**config.mk**
```make
export PLATFORM = sky130hd
export DESIGN_NAME = t1irq_ctrl
export DESIGN_NICKNAME = d
export VERILOG_FILES = /design/src/core/t1irq_pkg.sv /design/src/core/capture_edge.sv /design/src/core/t1irq_ctrl.sv
export SDC_FILE = /design/constraint.sdc
export NUM_CORES = 1
export LEC_CHECK = 0
export ABC_AREA = 1
export BUFFER_PORTS_ARGS = -buffer_cell sky130_fd_sc_hd__buf_2
export CORE_ASPECT_RATIO = 2
export CORE_UTILIZATION = 57
export CTS_CLUSTER_DIAMETER = 100
export DETAILED_ROUTE_END_ITERATION = 16
export PLACE_DENSITY_LB_ADDON = 0.1
export SYNTH_ARGS = -nofsm -noshare
export SYNTH_HDL_FRONTEND = slang
export SYNTH_SLANG_ARGS = --single-unit
export TNS_END_PERCENT = 1
```
**constraint.sdc**
```tcl
create_clock -name mclk -period 2.1 [get_ports mclk]
set_clock_uncertainty 0.05 [all_clocks]
set_input_delay 0.315 -clock mclk [delete_from_list [all_inputs] [get_ports mclk]]
set_output_delay 0.315 -clock mclk [all_outputs]
set_load 0.02 [all_outputs]
```
**src/core/t1irq_pkg.sv**
```systemverilog
/*
 * Package for the timer interrupt flag and mask block: register indices,
 * field positions, reset values, waveform mode codes and the bus carrier.
 * Assumes a plain register port with an 8-bit data path.
 */
package t1irq_pkg;

	localparam int          ADDR_W          = 4;
	localparam int          DATA_W          = 8;

	localparam logic [3:0]  OFF_MASK        = 4'h0;
	localparam logic [3:0]  OFF_FLAGS       = 4'h1;
	localparam logic [3:0]  OFF_STATUS      = 4'h2;
	localparam logic [3:0]  OFF_IRQ_CLR     = 4'h3;
	localparam logic [3:0]  OFF_IRQ_EN      = 4'h4;
	localparam logic [3:0]  OFF_CTRL        = 4'h5;

	localparam int          BIT_OVF         = 0;
	localparam int          BIT_MATCH_A     = 1;
	localparam int          BIT_MATCH_B     = 2;
	localparam int          BIT_CAPTURE     = 5;
	localparam int          CTRL_EDGE_BIT   = 0;
	localparam int          CTRL_WGM_LSB    = 4;

	localparam logic [7:0]  FLAG_MASK       = 8'h27;
	localparam logic [7:0]  MASK_RESET      = 8'h00;
	localparam logic [7:0]  FLAGS_RESET     = 8'h00;
	localparam logic [7:0]  CTRL_RESET      = 8'h00;
	localparam logic [3:0]  STAT_MASK       = 4'hF;

	localparam logic [3:0]  WGM_NORMAL      = 4'h0;
	localparam logic [3:0]  WGM_CTC_OCRA    = 4'h4;
	localparam logic [3:0]  WGM_CTC_ICR     = 4'hC;
	localparam logic [3:0]  WGM_FPWM_ICR    = 4'hE;
	localparam logic [3:0]  WGM_PC_ICR      = 4'hA;
	localparam logic [3:0]  WGM_PFC_ICR     = 4'h8;

	typedef enum logic [1:0] {
		EDGE_IDLE = 2'b00,
		EDGE_SEEN = 2'b01
	} edge_state_e;

	typedef struct packed {
		logic [3:0] addr;
		logic [7:0] wdata;
		logic       wr;
		logic       rd;
	} bus_req_s;

	typedef struct packed {
		logic overflow;
		logic match_a;
		logic match_b;
		logic top_reached;
	} timer_evt_s;

	function automatic logic is_icr_top(input logic [3:0] wgm);
		is_icr_top = (wgm == WGM_CTC_ICR) || (wgm == WGM_FPWM_ICR) ||
		             (wgm == WGM_PC_ICR) || (wgm == WGM_PFC_ICR);
	endfunction : is_icr_top

endpackage : t1irq_pkg

```
**src/core/capture_edge.sv**
```systemverilog
/*
 * Capture pin conditioner: two-stage synchroniser and edge select.
 * Assumes the pin is asynchronous to mclk.
 */
`timescale 1ns/1ps
module capture_edge
	import t1irq_pkg::*;
(
	input  wire logic mclk,
	input  wire logic srst,
	input  wire logic ce,
	input  wire logic pin,
	input  wire logic rising_sel,
	input  wire logic disconnect,
	output logic      event_pulse
);
	logic sync1_r;
	logic sync2_r;
	logic prev_r;

	// The stages keep sampling through reset, so the detector leaves reset holding the
	// pin's real level and no false edge follows release; reset must last three edges.
	always_ff @(posedge mclk) begin
		if (srst || ce) begin
			sync1_r <= pin;
			sync2_r <= sync1_r;
		end
	end

	// The previous sample is taken from the second stage only.
	always_ff @(posedge mclk) begin
		if (srst || ce) begin
			prev_r <= sync2_r;
		end
	end

	// Edge choice and disconnect act on the synchronised level.
	always_comb begin
		if (disconnect) begin
			event_pulse = 1'b0;
		end else if (rising_sel) begin
			event_pulse = ce && sync2_r && !prev_r;
		end else begin
			event_pulse = ce && !sync2_r && prev_r;
		end
	end

endmodule : capture_edge

```
**src/core/t1irq_ctrl.sv**
```systemverilog
// What this block does
// - Capture request needs enable, global, flag.
// - Match B request needs enable, global, flag.
// - Match A request needs enable, global, flag.
// - Overflow request needs enable, global, flag.
// - Unused bits 7,6,4,3 read zero.
// - Capture pin event sets capture flag.
// - Capture-as-TOP mode sets flag at TOP.
// - Capture flag clears on vector or write-one.
// - Match B flag sets one cycle later.
// - Match A flag sets one cycle later.
// - Force strobes never set match flags.
// - Match B flag clears on vector or write-one.
// - Match A flag clears on vector or write-one.
// - Overflow flag set per waveform mode.
// - Overflow flag clears on vector or write-one.
// - Edge select picks falling or rising edge.
// - Capture pin ignored while capture is TOP.
//
// The placing of the registers and the strobed register port are this design's own decisions.
/*
 * Timer interrupt flag and mask registers with per-source requests,
 * plus a sticky event status, clear and enable group for one level line.
 * Assumes the counter datapath supplies one-cycle event pulses on mclk
 * and the CPU pulses one acknowledge bit per executed vector.
 */
`timescale 1ns/1ps
module t1irq_ctrl
	import t1irq_pkg::*;
(
	input  wire logic                 mclk,
	input  wire logic                 srst,
	input  wire logic                 ce,
	input  wire logic [ADDR_W-1:0]    addr,
	input  wire logic [DATA_W-1:0]    wdata,
	input  wire logic                 wr_stb,
	input  wire logic                 rd_stb,
	output logic      [DATA_W-1:0]    rdata,
	input  wire logic                 global_irq_en,
	input  wire logic                 ovf_evt,
	input  wire logic                 match_a_evt,
	input  wire logic                 match_b_evt,
	input  wire logic                 top_evt,
	input  wire logic                 force_match_a_strobe,
	input  wire logic                 force_match_b_strobe,
	input  wire logic                 capture_input_pin,
	input  wire logic [3:0]           vector_ack,
	output logic      [3:0]           irq_req,
	output logic                      irq
);
	bus_req_s    bus;
	timer_evt_s  evt;
	logic [7:0]  timer1_irq_mask_r;
	logic [7:0]  timer1_irq_flags_r;
	logic [7:0]  timer1_irq_flags_nxt;
	logic [7:0]  ctrl_r;
	logic [3:0]  status_r;
	logic [3:0]  irq_en_r;
	logic        match_a_d_r;
	logic        match_b_d_r;
	logic        capture_edge_pulse;
	logic        icr_top;
	logic [7:0]  set_vec;
	logic [7:0]  clr_vec;
	logic [3:0]  irq_req_nxt;
	logic        capture_set;

	assign bus = '{addr: addr, wdata: wdata, wr: wr_stb, rd: rd_stb};
	assign evt = '{overflow: ovf_evt, match_a: match_a_evt,
	               match_b: match_b_evt, top_reached: top_evt};
	assign icr_top = is_icr_top(ctrl_r[CTRL_WGM_LSB +: 4]);

	capture_edge u_capture_edge (
		.mclk        (mclk),
		.srst        (srst),
		.ce          (ce),
		.pin         (capture_input_pin),
		.rising_sel  (ctrl_r[CTRL_EDGE_BIT]),
		.disconnect  (icr_top),
		.event_pulse (capture_edge_pulse)
	);

	// Force strobes only steer the waveform unit, so they are left unread here.
	logic unused_force;
	assign unused_force = force_match_a_strobe | force_match_b_strobe;

	// Matches are delayed one cycle before they raise a flag.
	always_ff @(posedge mclk) begin
		if (srst) begin
			match_a_d_r <= 1'b0;
			match_b_d_r <= 1'b0;
		end else if (ce) begin
			match_a_d_r <= evt.match_a;
			match_b_d_r <= evt.match_b;
		end
	end

	assign capture_set = icr_top ? evt.top_reached : capture_edge_pulse;

	always_comb begin
		set_vec = 8'h00;
		set_vec[BIT_CAPTURE] = capture_set;
		set_vec[BIT_MATCH_B] = match_b_d_r;
		set_vec[BIT_MATCH_A] = match_a_d_r;
		// The counter reports overflow as the mode dictates, normal and CLEAR_ON_MATCH_MODE at wrap.
		set_vec[BIT_OVF] = evt.overflow;
		clr_vec = 8'h00;
		if (bus.wr && bus.addr == OFF_FLAGS) begin
			clr_vec = bus.wdata & FLAG_MASK;
		end
		clr_vec[BIT_OVF] = clr_vec[BIT_OVF] | vector_ack[0];
		clr_vec[BIT_MATCH_A] = clr_vec[BIT_MATCH_A] | vector_ack[1];
		clr_vec[BIT_MATCH_B] = clr_vec[BIT_MATCH_B] | vector_ack[2];
		clr_vec[BIT_CAPTURE] = clr_vec[BIT_CAPTURE] | vector_ack[3];
		timer1_irq_flags_nxt = ((timer1_irq_flags_r & ~clr_vec) | set_vec)
		                       & FLAG_MASK;
	end

	always_ff @(posedge mclk) begin
		if (srst) begin
			timer1_irq_flags_r <= FLAGS_RESET;
		end else if (ce) begin
			timer1_irq_flags_r <= timer1_irq_flags_nxt;
		end
	end

	always_ff @(posedge mclk) begin
		if (srst) begin
			timer1_irq_mask_r <= MASK_RESET;
			ctrl_r            <= CTRL_RESET;
			irq_en_r          <= 4'h0;
		end else if (ce && bus.wr) begin
			case (bus.addr)
				OFF_MASK:   timer1_irq_mask_r <= bus.wdata & FLAG_MASK;
				OFF_CTRL:   ctrl_r <= bus.wdata;
				OFF_IRQ_EN: irq_en_r <= bus.wdata[3:0];
				default:    ctrl_r <= ctrl_r;
			endcase
		end
	end

	// Requests are registered so each output comes from a flip-flop.
	always_comb begin
		irq_req_nxt[0] = global_irq_en && timer1_irq_mask_r[BIT_OVF]
		                 && timer1_irq_flags_nxt[BIT_OVF];
		irq_req_nxt[1] = global_irq_en && timer1_irq_mask_r[BIT_MATCH_A]
		                 && timer1_irq_flags_nxt[BIT_MATCH_A];
		irq_req_nxt[2] = global_irq_en && timer1_irq_mask_r[BIT_MATCH_B]
		                 && timer1_irq_flags_nxt[BIT_MATCH_B];
		irq_req_nxt[3] = global_irq_en && timer1_irq_mask_r[BIT_CAPTURE]
		                 && timer1_irq_flags_nxt[BIT_CAPTURE];
	end

	always_ff @(posedge mclk) begin
		if (srst) begin
			irq_req <= 4'h0;
		end else if (ce) begin
			irq_req <= irq_req_nxt;
		end
	end

	// Sticky status: same layout as irq_req; set wins over clear.
	logic [3:0] status_set;
	logic [3:0] status_clr;
	assign status_set = {set_vec[BIT_CAPTURE], set_vec[BIT_MATCH_B],
	                     set_vec[BIT_MATCH_A], set_vec[BIT_OVF]};
	assign status_clr = (bus.wr && bus.addr == OFF_IRQ_CLR) ? bus.wdata[3:0] : 4'h0;

	always_ff @(posedge mclk) begin
		if (srst) begin
			status_r <= 4'h0;
		end else if (ce) begin
			status_r <= ((status_r & ~status_clr) | status_set) & STAT_MASK;
		end
	end

	always_ff @(posedge mclk) begin
		if (srst) begin
			irq <= 1'b0;
		end else if (ce) begin
			irq <= |((((status_r & ~status_clr) | status_set)) & irq_en_r);
		end
	end

	always_ff @(posedge mclk) begin
		if (srst) begin
			rdata <= 8'h00;
		end else if (ce) begin
			rdata <= 8'h00;
			if (bus.rd) begin
				case (bus.addr)
					OFF_MASK:   rdata <= timer1_irq_mask_r & FLAG_MASK;
					OFF_FLAGS:  rdata <= timer1_irq_flags_r & FLAG_MASK;
					OFF_STATUS: rdata <= {4'h0, status_r};
					OFF_IRQ_EN: rdata <= {4'h0, irq_en_r};
					OFF_CTRL:   rdata <= ctrl_r;
					default:    rdata <= 8'h00;
				endcase
			end
		end
	end
endmodule : t1irq_ctrl

```
==> results.sh, run 1 <==
export IMPL_placeableCoreArea_um2=3010
export IMPL_total_setup_violations_reported_at_the_end_of_the_flow=0
export IMPL_totalWireLength_um=4330
export IMPL_startpoint_type="flip-flop"
export IMPL_cts_clk_slew_worst_paths_ps=70
export IMPL_leading_cell_type_in_the_layout_fill_and_taps_excluded="sky130_fd_sc_hd__nand2_1"
export IMPL_grt_max_degree=16
export IMPL_power_frac_clock_pct=33.4
export IMPL_detailroute_via_count=1745
export IMPL_post_cts_buffers=0
export IMPL_comb_power_share_pct=9.2
export IMPL_start_util_pct=60.7
export IMPL_first_pass_iters=4
export IMPL_grtUsageMet1_pct=25.5
export IMPL_clock_tree_root_cell="sky130_fd_sc_hd__clkbuf_8"
export IMPL_final_hold_violation_count=0
export IMPL_avgRoutedWirePerCell_um=13.3
export IMPL_final_hold_worst_slack_ps=137
export IMPL_design_area_um2=2120
export IMPL_post_route_util_pct=70.5
export IMPL_run_status="finished, final reports clean"
export IMPL_syn_area_per_cell_um2=7.25
export IMPL_total_inserted_antenna_cells=0
export IMPL_cts_htree_levels=2
export IMPL_critical_path_peak_fanout=3
export IMPL_die_w_um=42.0
export IMPL_clock_sink_count=42
export IMPL_placed_area_um2=2040
export IMPL_row_count=28
export IMPL_power_sequential_fraction_pct=57.4
export IMPL_yosys_register_bits=42
export IMPL_layout_area_overhead_vs_synth_pct=16.2
export IMPL_tns_ps=0
export IMPL_source_to_sink_clock_delay_at_the_later_pin_of_the_worst_skew_pair_ps=300
export IMPL_hold_buffers=0
export IMPL_ioPinCount=42
export IMPL_postSynthNetCount=281
export IMPL_maxCapViolations=0
export IMPL_area_occupied_by_multi_input_gates_um2=787
export IMPL_power_internal_uw=1100
export IMPL_grt_use_total_pct=26.4
export IMPL_detail_route_antenna_nets=0
export IMPL_global_route_peak_usage_layer="met2"
export IMPL_die_area_um2=3450
export IMPL_tritoncts_num_buffers=5
export IMPL_overflow=0
export IMPL_grt_pass1_vias=1588
export IMPL_filler_cell_count=290
export IMPL_worstSetupEndpointType="flip-flop"
export IMPL_worstHoldPathType="primary input to flip-flop"
export IMPL_viasPerCell=5.35
export IMPL_syn_inst=252
export IMPL_yosysWarningCount=0
export IMPL_relSlewSlack_pct=74.4
export IMPL_final_layout_size_suffix_gt1_share_pct=18.9
export IMPL_yosysTopAreaCellShare_pct=42.7
export IMPL_critical_path_class="flip-flop to flip-flop"
export IMPL_global_route_wire_length_before_repair_um=6690
export IMPL_transition_time_of_the_tightest_slew_check_pin_ps=384
export IMPL_regArea_um2=871
export IMPL_grt_met2_usage_pct=48.8
export IMPL_post_cts_resized_instances=0
export IMPL_required_time_worst_endpoint_ps=2250
export IMPL_switching_share_pct=24.9
export IMPL_reported_leakage_power_uw=0.000969
export IMPL_finalCriticalPeriod_ps=1260
export IMPL_antenna_violations_before_repair=0
export IMPL_globalRouteMet3Util_pct=6.81
export IMPL_synth_area_top_cells="sky130_fd_sc_hd__dfxtp_1 43%, sky130_fd_sc_hd__nand2_1 15%, sky130_fd_sc_hd__o21ai_0 7.7%"
export IMPL_cts_tree="yes"
export IMPL_finalNetCount=324
export IMPL_rsz_0062_raised_after_global_routing="no"
export IMPL_clk_path_buf_depth=2
export IMPL_power_net_switching_uw=362
export IMPL_period_share_pct=60.0
export IMPL_netlist_top_cell_by_area="sky130_fd_sc_hd__dfxtp_1"
export IMPL_peakVddDrop_mv=0.451
export IMPL_yosysSeqAreaShare_pct=47.6
export IMPL_finalMaxSlewViolations=0
export IMPL_synth_cell_area_um2=1830
export IMPL_most_common_layout_cells="74 x sky130_fd_sc_hd__nand2_1, 39 x sky130_fd_sc_hd__dfxtp_1, 39 x sky130_fd_sc_hd__buf_2"
export IMPL_power_density_nw_per_um2=687
export IMPL_drcViolationCount=0
export IMPL_hpwl_after_detailed_placement_um=3260
export IMPL_arrival_time_at_the_worst_endpoint_ps=1400
export IMPL_drt_initial_drc_count=57
export IMPL_max_freq_mhz=794
export IMPL_finalWeightedCongestion=0.871
export IMPL_synth_cell_types=23
export IMPL_die_y_um=82.1
export IMPL_portBuffers=39
==> worst paths after layout <==
path,from,end,slack (ps),depth (start not counted)
setup / recovery,u_capture_edge.sync2_r,irq,840,8
hold / removal,capture_input_pin,u_capture_edge.sync1_r,140,1
setup reg to reg,u_capture_edge.sync2_r,irq,840,8
hold reg to reg,u_capture_edge.sync1_r,u_capture_edge.sync2_r,380,0
==> routing by layer <==
layer | share of wire [%] | wire [um]
met5 | 0 | 0
met4 | 2.8 | 123
met3 | 4.2 | 180
met2 | 54 | 2320
met1 | 39 | 1700
==> synth_stat cells (all sizes together) <==
cell    instances
nand3          17
o21bai          1
edfxtp          3
nor3            2
nand2          77
clkbuf          1
buf             4
a22o            3
a21oi          18
nor2           14
o221ai          1
dfxtp          39
o21ai          32
inv            36
o22ai           4
==> cells by family after synthesis <==
| family | synth area share, % |
|---|---|
| AO/OA/AOI/OAI | 17.4 |
| buffers and inverters | 9.31 |
| flip-flops | 47.6 |
| AND/OR/NAND/NOR | 25.7 |
==> worst max-delay path, cell delays in order, from the launching register on <==
cell and delay (ps):
sky130_fd_sc_hd__edfxtp_1 410, sky130_fd_sc_hd__nand2_1 80, sky130_fd_sc_hd__nand2_1 40, sky130_fd_sc_hd__nand3_1 90, sky130_fd_sc_hd__nand3_1 150, sky130_fd_sc_hd__nand2_1 100, sky130_fd_sc_hd__nand2_1 60, sky130_fd_sc_hd__o21bai_1 120
sky130_fd_sc_hd__nand2_1 50
==> flip-flops by register name (all words and copies together) (netlist names) <==
signal                  cells
ctrl_r                      8
rdata                       8
irq_en_r                    4
irq_req                     4
status_r                    4
timer1_irq_flags_r          4
timer1_irq_mask_r           4
irq                         1
match_a_d_r                 1
match_b_d_r                 1
u_capture_edge.prev_r       1
u_capture_edge.sync1_r      1
u_capture_edge.sync2_r      1
==> through the flow <==
stage	power [uW]	instances	worst slack, ps
after floorplan	929	252	911
after global placement	985	318	568
after detailed placement	988	318	562
after CTS	1460	326	856
after global routing	1510	326	747
final	1460	326	841
==> cell type report <==
cell class              instances  share of cell area, %
well taps                      30                   1.77
clock inverters                 3                  0.530
flip-flops and latches         42                   41.0
clock buffers                   5                   3.24
multi-input cells             169                   37.1
repair buffers                 41                   9.90
inverters                      36                   6.48
==> power by group through the flow <==
stage / clock network (uW) / registers (uW) / logic, uW
2_1_floorplan: 0 / 853 / 76.5
3_3_place_gp: 0 / 854 / 131
3_5_place_dp: 0 / 855 / 133
4_1_cts: 494 / 836 / 134
5_1_grt: 517 / 838 / 150
6_report: 486 / 837 / 135
Power figures use the tool's default switching activity.
==> run 2, diff against run 1 <==
--- a/config.mk
+++ b/config.mk
@@ -8,7 +8,7 @@
 export ABC_AREA = 1
 export BUFFER_PORTS_ARGS = -buffer_cell sky130_fd_sc_hd__buf_2
 export CORE_ASPECT_RATIO = 2
-export CORE_UTILIZATION = 57
+export CORE_UTILIZATION = 47
 export CTS_CLUSTER_DIAMETER = 100
 export DETAILED_ROUTE_END_ITERATION = 16
 export PLACE_DENSITY_LB_ADDON = 0.1
==> constraint.sdc (replaced) <==
create_clock -name mclk -period 1.08 [get_ports mclk]
set_clock_uncertainty 0.05 [all_clocks]
set_input_delay 0.162 -clock mclk [delete_from_list [all_inputs] [get_ports mclk]]
set_output_delay 0.162 -clock mclk [all_outputs]
set_load 0.02 [all_outputs]
==> run 2 against run 1 <==
Net effect: the run now ends with setup timing left; die area is 20% higher; power is 110% higher; first-iteration DRC count is 26% lower; core utilization is 5.3 points lower; clock power is 120% higher; non-clock buffer count is 28 higher; cell area is 13% higher; wire length is 9.9% higher; via count is 4.1% higher; register-to-register slack worse by 970 ps; setup slack worse by 970 ps; clock-buffer cell count is 2 higher; critical path type unchanged; largest power group unchanged.
==> results.sh, run 2 (synthesis gave the netlist of run 1 again) <==
export IMPL_critical_path_class="flip-flop to flip-flop"
export IMPL_power_net_switching_uw=739
export IMPL_grt_pass1_vias=1763
export IMPL_reg_largest_list="ctrl_r x8, rdata x8"
export IMPL_maxCapViolations=0
export IMPL_totalWireLength_um=4760
export IMPL_detailroute_via_count=1816
export IMPL_row_count=31
export IMPL_arrival_time_at_the_worst_endpoint_ps=1360
export IMPL_period_share_pct=112
export IMPL_antenna_violations_before_repair=0
export IMPL_finalMaxSlewViolations=0
export IMPL_reported_leakage_power_uw=0.00113
export IMPL_source_to_sink_clock_delay_at_the_later_pin_of_the_worst_skew_pair_ps=300
export IMPL_final_hold_violation_count=0
export IMPL_global_route_wire_length_before_repair_um=7820
export IMPL_ioPinCount=42
export IMPL_rsz_0062_raised_after_global_routing="yes"
export IMPL_final_layout_size_suffix_gt1_share_pct=27.8
export IMPL_critical_path_top_delay_family="simple AND/OR/NAND/NOR gates"
export IMPL_start_util_pct=49.6
export IMPL_finalCriticalPeriod_ps=1210
export IMPL_cpMaxStageDelayCell="sky130_fd_sc_hd__edfxtp_1"
export IMPL_power_sequential_fraction_pct=54.1
export IMPL_placeableCoreArea_um2=3680
export IMPL_post_cts_buffers=0
export IMPL_finalNetCount=352
export IMPL_tritoncts_num_buffers=5
export IMPL_power_internal_uw=2270
export IMPL_die_area_um2=4160
export IMPL_detail_route_antenna_nets=0
export IMPL_violations="setup timing"
export IMPL_hpwl_after_detailed_placement_um=3720
export IMPL_drt_initial_drc_count=42
export IMPL_peakVddDrop_mv=1.22
export IMPL_max_freq_mhz=827
export IMPL_run_status="complete, but fails checks"
export IMPL_comb_power_share_pct=11.1
export IMPL_filler_cell_count=354
export IMPL_die_y_um=90.2
export IMPL_worstSetupEndpointType="flip-flop"
export IMPL_required_time_worst_endpoint_ps=1230
export IMPL_first_pass_iters=5
export IMPL_power_frac_clock_pct=34.8
export IMPL_die_w_um=46.1
export IMPL_cts_clk_slew_worst_paths_ps=80
export IMPL_worstHoldPathType="primary input to flip-flop"
export IMPL_portBuffers=39
export IMPL_critical_path_peak_fanout=3
export IMPL_grt_use_total_pct=25.9
export IMPL_transition_time_of_the_tightest_slew_check_pin_ps=405
export IMPL_overflow=0
export IMPL_cp_buffers_inverters=0
export IMPL_power_density_nw_per_um2=1250
export IMPL_clock_sink_count=42
export IMPL_relSlewSlack_pct=73.0
export IMPL_avgRoutedWirePerCell_um=12.8
export IMPL_critical_path_max_stage_delay_ps=420
export IMPL_worst_slack_ps=-129
export IMPL_cts_tree="yes"
export IMPL_placed_area_um2=2270
export IMPL_design_area_um2=2400
export IMPL_layout_area_overhead_vs_synth_pct=31.3
export IMPL_switching_share_pct=24.6
export IMPL_total_setup_violations_reported_at_the_end_of_the_flow=4
export IMPL_viasPerCell=4.87
export IMPL_total_inserted_antenna_cells=0
export IMPL_path_cells="nand2_1 -> nand2_1 -> nand3_2 -> nand3_2 -> nand2_1 -> nand2_1 -> o21bai_1 -> nand2_1"
export IMPL_clock_tree_root_cell="sky130_fd_sc_hd__clkbuf_8"
export IMPL_most_common_layout_cells="73 x sky130_fd_sc_hd__nand2_1, 39 x sky130_fd_sc_hd__dfxtp_1, 39 x sky130_fd_sc_hd__buf_2"
export IMPL_grt_max_degree=16
export IMPL_cts_htree_levels=2
export IMPL_crit_top_cell="sky130_fd_sc_hd__nand2_1"
export IMPL_final_hold_worst_slack_ps=9.77
export IMPL_finalWeightedCongestion=0.918
export IMPL_clk_path_buf_depth=2
export IMPL_startpoint_type="flip-flop"
export IMPL_drcViolationCount=0
export IMPL_leading_cell_type_in_the_layout_fill_and_taps_excluded="sky130_fd_sc_hd__nand2_1"
==> run 2: cell types whose count changed in the layout (fill, tap and decap cells not counted), sizes merged <==
cell / delta
clkinv: -2
clkbuf: +2
dlygate4sd3: +1
buf: +27
==> run 2: layout make-up <==
cell class	count	area, um2	share of cell area, %
inverters	36	138	5.73
well taps	49	61.3	2.55
multi-input cells	169	813	33.9
clock buffers	7	86.3	3.60
clock inverters	1	5.00	0.208
flip-flops and latches	42	871	36.3
repair buffers	69	427	17.8
==> run 2: stage by stage <==
stage	power, uW	util, %	cells	setup WS [ps]	TNS, ps
2_1_floorplan	1810	-	252	3.29	0
3_3_place_gp	1980	61.6	364	-214	-3520
3_5_place_dp	1980	61.6	364	-242	-4120
4_1_cts	3020	64.8	373	-146	-425
5_1_grt	3130	65.2	373	-236	-775
6_report	3010	65.2	373	-129	-308
==> run 2: worst register-to-register path, stage by stage, from the launching register on <==
cell and delay, ps:
sky130_fd_sc_hd__edfxtp_1 420, sky130_fd_sc_hd__nand2_1 90, sky130_fd_sc_hd__nand2_1 60, sky130_fd_sc_hd__nand3_2 110, sky130_fd_sc_hd__nand3_2 80, sky130_fd_sc_hd__nand2_1 70
sky130_fd_sc_hd__nand2_1 50, sky130_fd_sc_hd__o21bai_1 130, sky130_fd_sc_hd__nand2_1 60
==> run 2: layer usage <==
| metal | vias up | global-route usage (%) | share of wire (%) |
|---|---|---|---|
| li1 | 955 | - | - |
| met1 | 811 | 29.3 | 41 |
| met2 | 41 | 44.8 | 54 |
| met3 | 9 | 4.42 | 2.6 |
| met4 | 0 | 10.3 | 2.7 |
| met5 | - | 0 | 0 |
==> run 2: power groups by stage <==
stage | clock (uW) | sequential (uW) | combinational (uW)
after global placement | 0 | 1660 | 316
after floorplan | 0 | 1660 | 149
after detailed placement | 0 | 1660 | 319
final | 1050 | 1630 | 332
after global routing | 1120 | 1630 | 375
after CTS | 1060 | 1630 | 331
==> run 2: timing repair <==
item                                    4_1_cts  5_1_grt
pin swaps                                     5        7
gates cloned                                  0        0
gates resized for setup                       4        3
endpoints found under the setup margin        4        7
endpoints found under the hold margin         1        0
hold buffers                                  1        0
==> run 2: path summary, 6_finish.rpt <==
kind	startpoint	end	slack (ps)	cells after the start
hold / removal	match_b_evt	match_b_d_r	10	3
setup reg to reg	u_capture_edge.sync2_r	irq	-130	8
setup / recovery	u_capture_edge.sync2_r	irq	-130	8
hold reg to reg	u_capture_edge.sync1_r	u_capture_edge.sync2_r	390	0
==> run 3, diff against run 2 <==
--- a/config.mk
+++ b/config.mk
@@ -12,6 +12,8 @@
 export CTS_CLUSTER_DIAMETER = 100
 export DETAILED_ROUTE_END_ITERATION = 16
 export PLACE_DENSITY_LB_ADDON = 0.1
+export RECOVER_POWER = 50
+export SKIP_CTS_REPAIR_TIMING = 1
 export SYNTH_ARGS = -nofsm -noshare
 export SYNTH_HDL_FRONTEND = slang
 export SYNTH_SLANG_ARGS = --single-unit
==> run 3 against run 2 <==
Net effect: the run still ends with setup timing left; critical path depth stayed put; cell area decreased by 0.47%; clock-buffer cell count unchanged; final cell count unchanged; core utilization is 0.31 points lower; critical endpoint unchanged; largest cell class unchanged; largest power group unchanged.
==> results.sh, run 3 (synthesis gave the netlist of run 1 again) <==
export IMPL_cpMaxStageDelayCell="sky130_fd_sc_hd__edfxtp_1"
export IMPL_reg_largest_list="ctrl_r x8, rdata x8"
export IMPL_filler_cell_count=356
export IMPL_transition_time_of_the_tightest_slew_check_pin_ps=411
export IMPL_power_frac_clock_pct=34.8
export IMPL_start_util_pct=49.6
export IMPL_die_y_um=90.2
export IMPL_regArea_um2=871
export IMPL_placed_area_um2=2270
export IMPL_clk_path_buf_depth=2
export IMPL_antenna_violations_before_repair=0
export IMPL_leading_cell_type_in_the_layout_fill_and_taps_excluded="sky130_fd_sc_hd__nand2_1"
export IMPL_row_count=31
export IMPL_final_hold_worst_slack_ps=11.8
export IMPL_design_area_um2=2390
export IMPL_switching_share_pct=24.5
export IMPL_tns_ps=-404
export IMPL_cts_tree="yes"
export IMPL_finalNetCount=352
export IMPL_reported_leakage_power_uw=0.00111
export IMPL_critical_path_class="flip-flop to flip-flop"
export IMPL_maxCapViolations=0
export IMPL_comb_power_share_pct=11.0
export IMPL_worstHoldPathType="primary input to flip-flop"
export IMPL_clock_sink_count=42
export IMPL_source_to_sink_clock_delay_at_the_later_pin_of_the_worst_skew_pair_ps=300
export IMPL_portBuffers=39
export IMPL_rsz_0062_raised_after_global_routing="yes"
export IMPL_power_internal_uw=2270
export IMPL_detail_route_antenna_nets=0
export IMPL_power_sequential_fraction_pct=54.2
export IMPL_most_common_layout_cells="73 x sky130_fd_sc_hd__nand2_1, 39 x sky130_fd_sc_hd__dfxtp_1, 39 x sky130_fd_sc_hd__buf_2"
export IMPL_arrival_time_at_the_worst_endpoint_ps=1370
export IMPL_area_occupied_by_multi_input_gates_um2=802
export IMPL_finalNonFillerCells=373
export IMPL_global_route_wire_length_before_repair_um=7690
export IMPL_overflow=0
export IMPL_placeableCoreArea_um2=3680
export IMPL_total_inserted_antenna_cells=0
export IMPL_relSlewSlack_pct=72.6
export IMPL_hpwl_after_detailed_placement_um=3720
export IMPL_power_density_nw_per_um2=1260
export IMPL_layout_area_overhead_vs_synth_pct=30.7
export IMPL_power_net_switching_uw=737
export IMPL_required_time_worst_endpoint_ps=1230
export IMPL_avgRoutedWirePerCell_um=12.8
export IMPL_ioPinCount=42
export IMPL_worstSetupEndpointType="flip-flop"
export IMPL_grt_pass1_vias=1744
export IMPL_drcViolationCount=0
export IMPL_startpoint_type="flip-flop"
export IMPL_viasPerCell=4.88
export IMPL_totalWireLength_um=4760
export IMPL_peakVddDrop_mv=1.22
export IMPL_clock_tree_root_cell="sky130_fd_sc_hd__clkbuf_8"
export IMPL_cts_htree_levels=2
export IMPL_final_hold_violation_count=0
export IMPL_first_pass_iters=4
export IMPL_grt_use_total_pct=25.6
export IMPL_critical_path_max_stage_delay_ps=420
export IMPL_worst_slack_ps=-145
export IMPL_tritoncts_num_buffers=5
export IMPL_path_cells="nand2_1 -> nand2_1 -> nand3_2 -> nand3_1 -> nand2_1 -> nand2_1 -> o21bai_1 -> nand2_1"
export IMPL_finalCriticalPeriod_ps=1220
export IMPL_grt_max_degree=16
export IMPL_finalWeightedCongestion=0.918
export IMPL_violations="setup timing"
export IMPL_final_layout_size_suffix_gt1_share_pct=26.5
export IMPL_detailroute_via_count=1819
export IMPL_run_status="complete, but fails checks"
export IMPL_crit_top_cell="sky130_fd_sc_hd__nand2_1"
export IMPL_max_freq_mhz=816
export IMPL_critical_path_peak_fanout=3
export IMPL_die_area_um2=4160
export IMPL_die_w_um=46.1
export IMPL_post_route_util_pct=64.9
export IMPL_dp_cells=364
export IMPL_total_setup_violations_reported_at_the_end_of_the_flow=4
export IMPL_period_share_pct=113
export IMPL_finalMaxSlewViolations=0
export IMPL_cts_clk_slew_worst_paths_ps=80
export IMPL_drt_initial_drc_count=58
==> run 3: area by class of cell <==
class                           count  share of cell area [%]
Sequential cell                    42                    36.4
Multi-Input combinational cell    169                    33.6
Timing Repair Buffer               69                    17.9
Inverter                           36                    5.76
Clock buffer                        7                    3.61
Tap cell                           49                    2.57
Clock inverter                      1                   0.209
==> run 3: per-layer routing <==
layer | global-route usage [%] | vias up | wire, um
met5 | 0 | - | 0
met4 | 10.3 | 0 | 125
met3 | 4.42 | 9 | 159
met2 | 44.4 | 45 | 2580
met1 | 28.6 | 808 | 1900
li1 | - | 957 | -
==> run 3: path summary, 6_finish.rpt <==
check	slack (ps)	start	endpoint	depth (start not counted)
max reg2reg	-140	u_capture_edge.sync2_r	irq	8
max	-140	u_capture_edge.sync2_r	irq	8
min reg2reg	390	u_capture_edge.sync1_r	u_capture_edge.sync2_r	0
min	10	match_b_evt	match_b_d_r	3
==> run 3: metrics by stage <==
step / setup slack [ps] / power [uW]
floorplan: 3.29 / 1810
global placement: -214 / 1980
detailed placement: -242 / 1980
CTS: -189 / 3010
global route: -242 / 3130
finish: -145 / 3010
==> run 3: critical path, delay by kind of cell (launching register included) <==
kind               cells  cell delay (ps)
and+or+nand+nor        7              550
DFF                    1              420
AOI/OAI and AO/OA      1              110
==> run 3: power by group through the flow <==
stage	logic (uW)	clock network, uW	registers (uW)
CTS	321	1060	1630
finish	332	1050	1630
detailed placement	319	0	1660
global placement	316	0	1660
global route	374	1120	1630
floorplan	149	0	1660
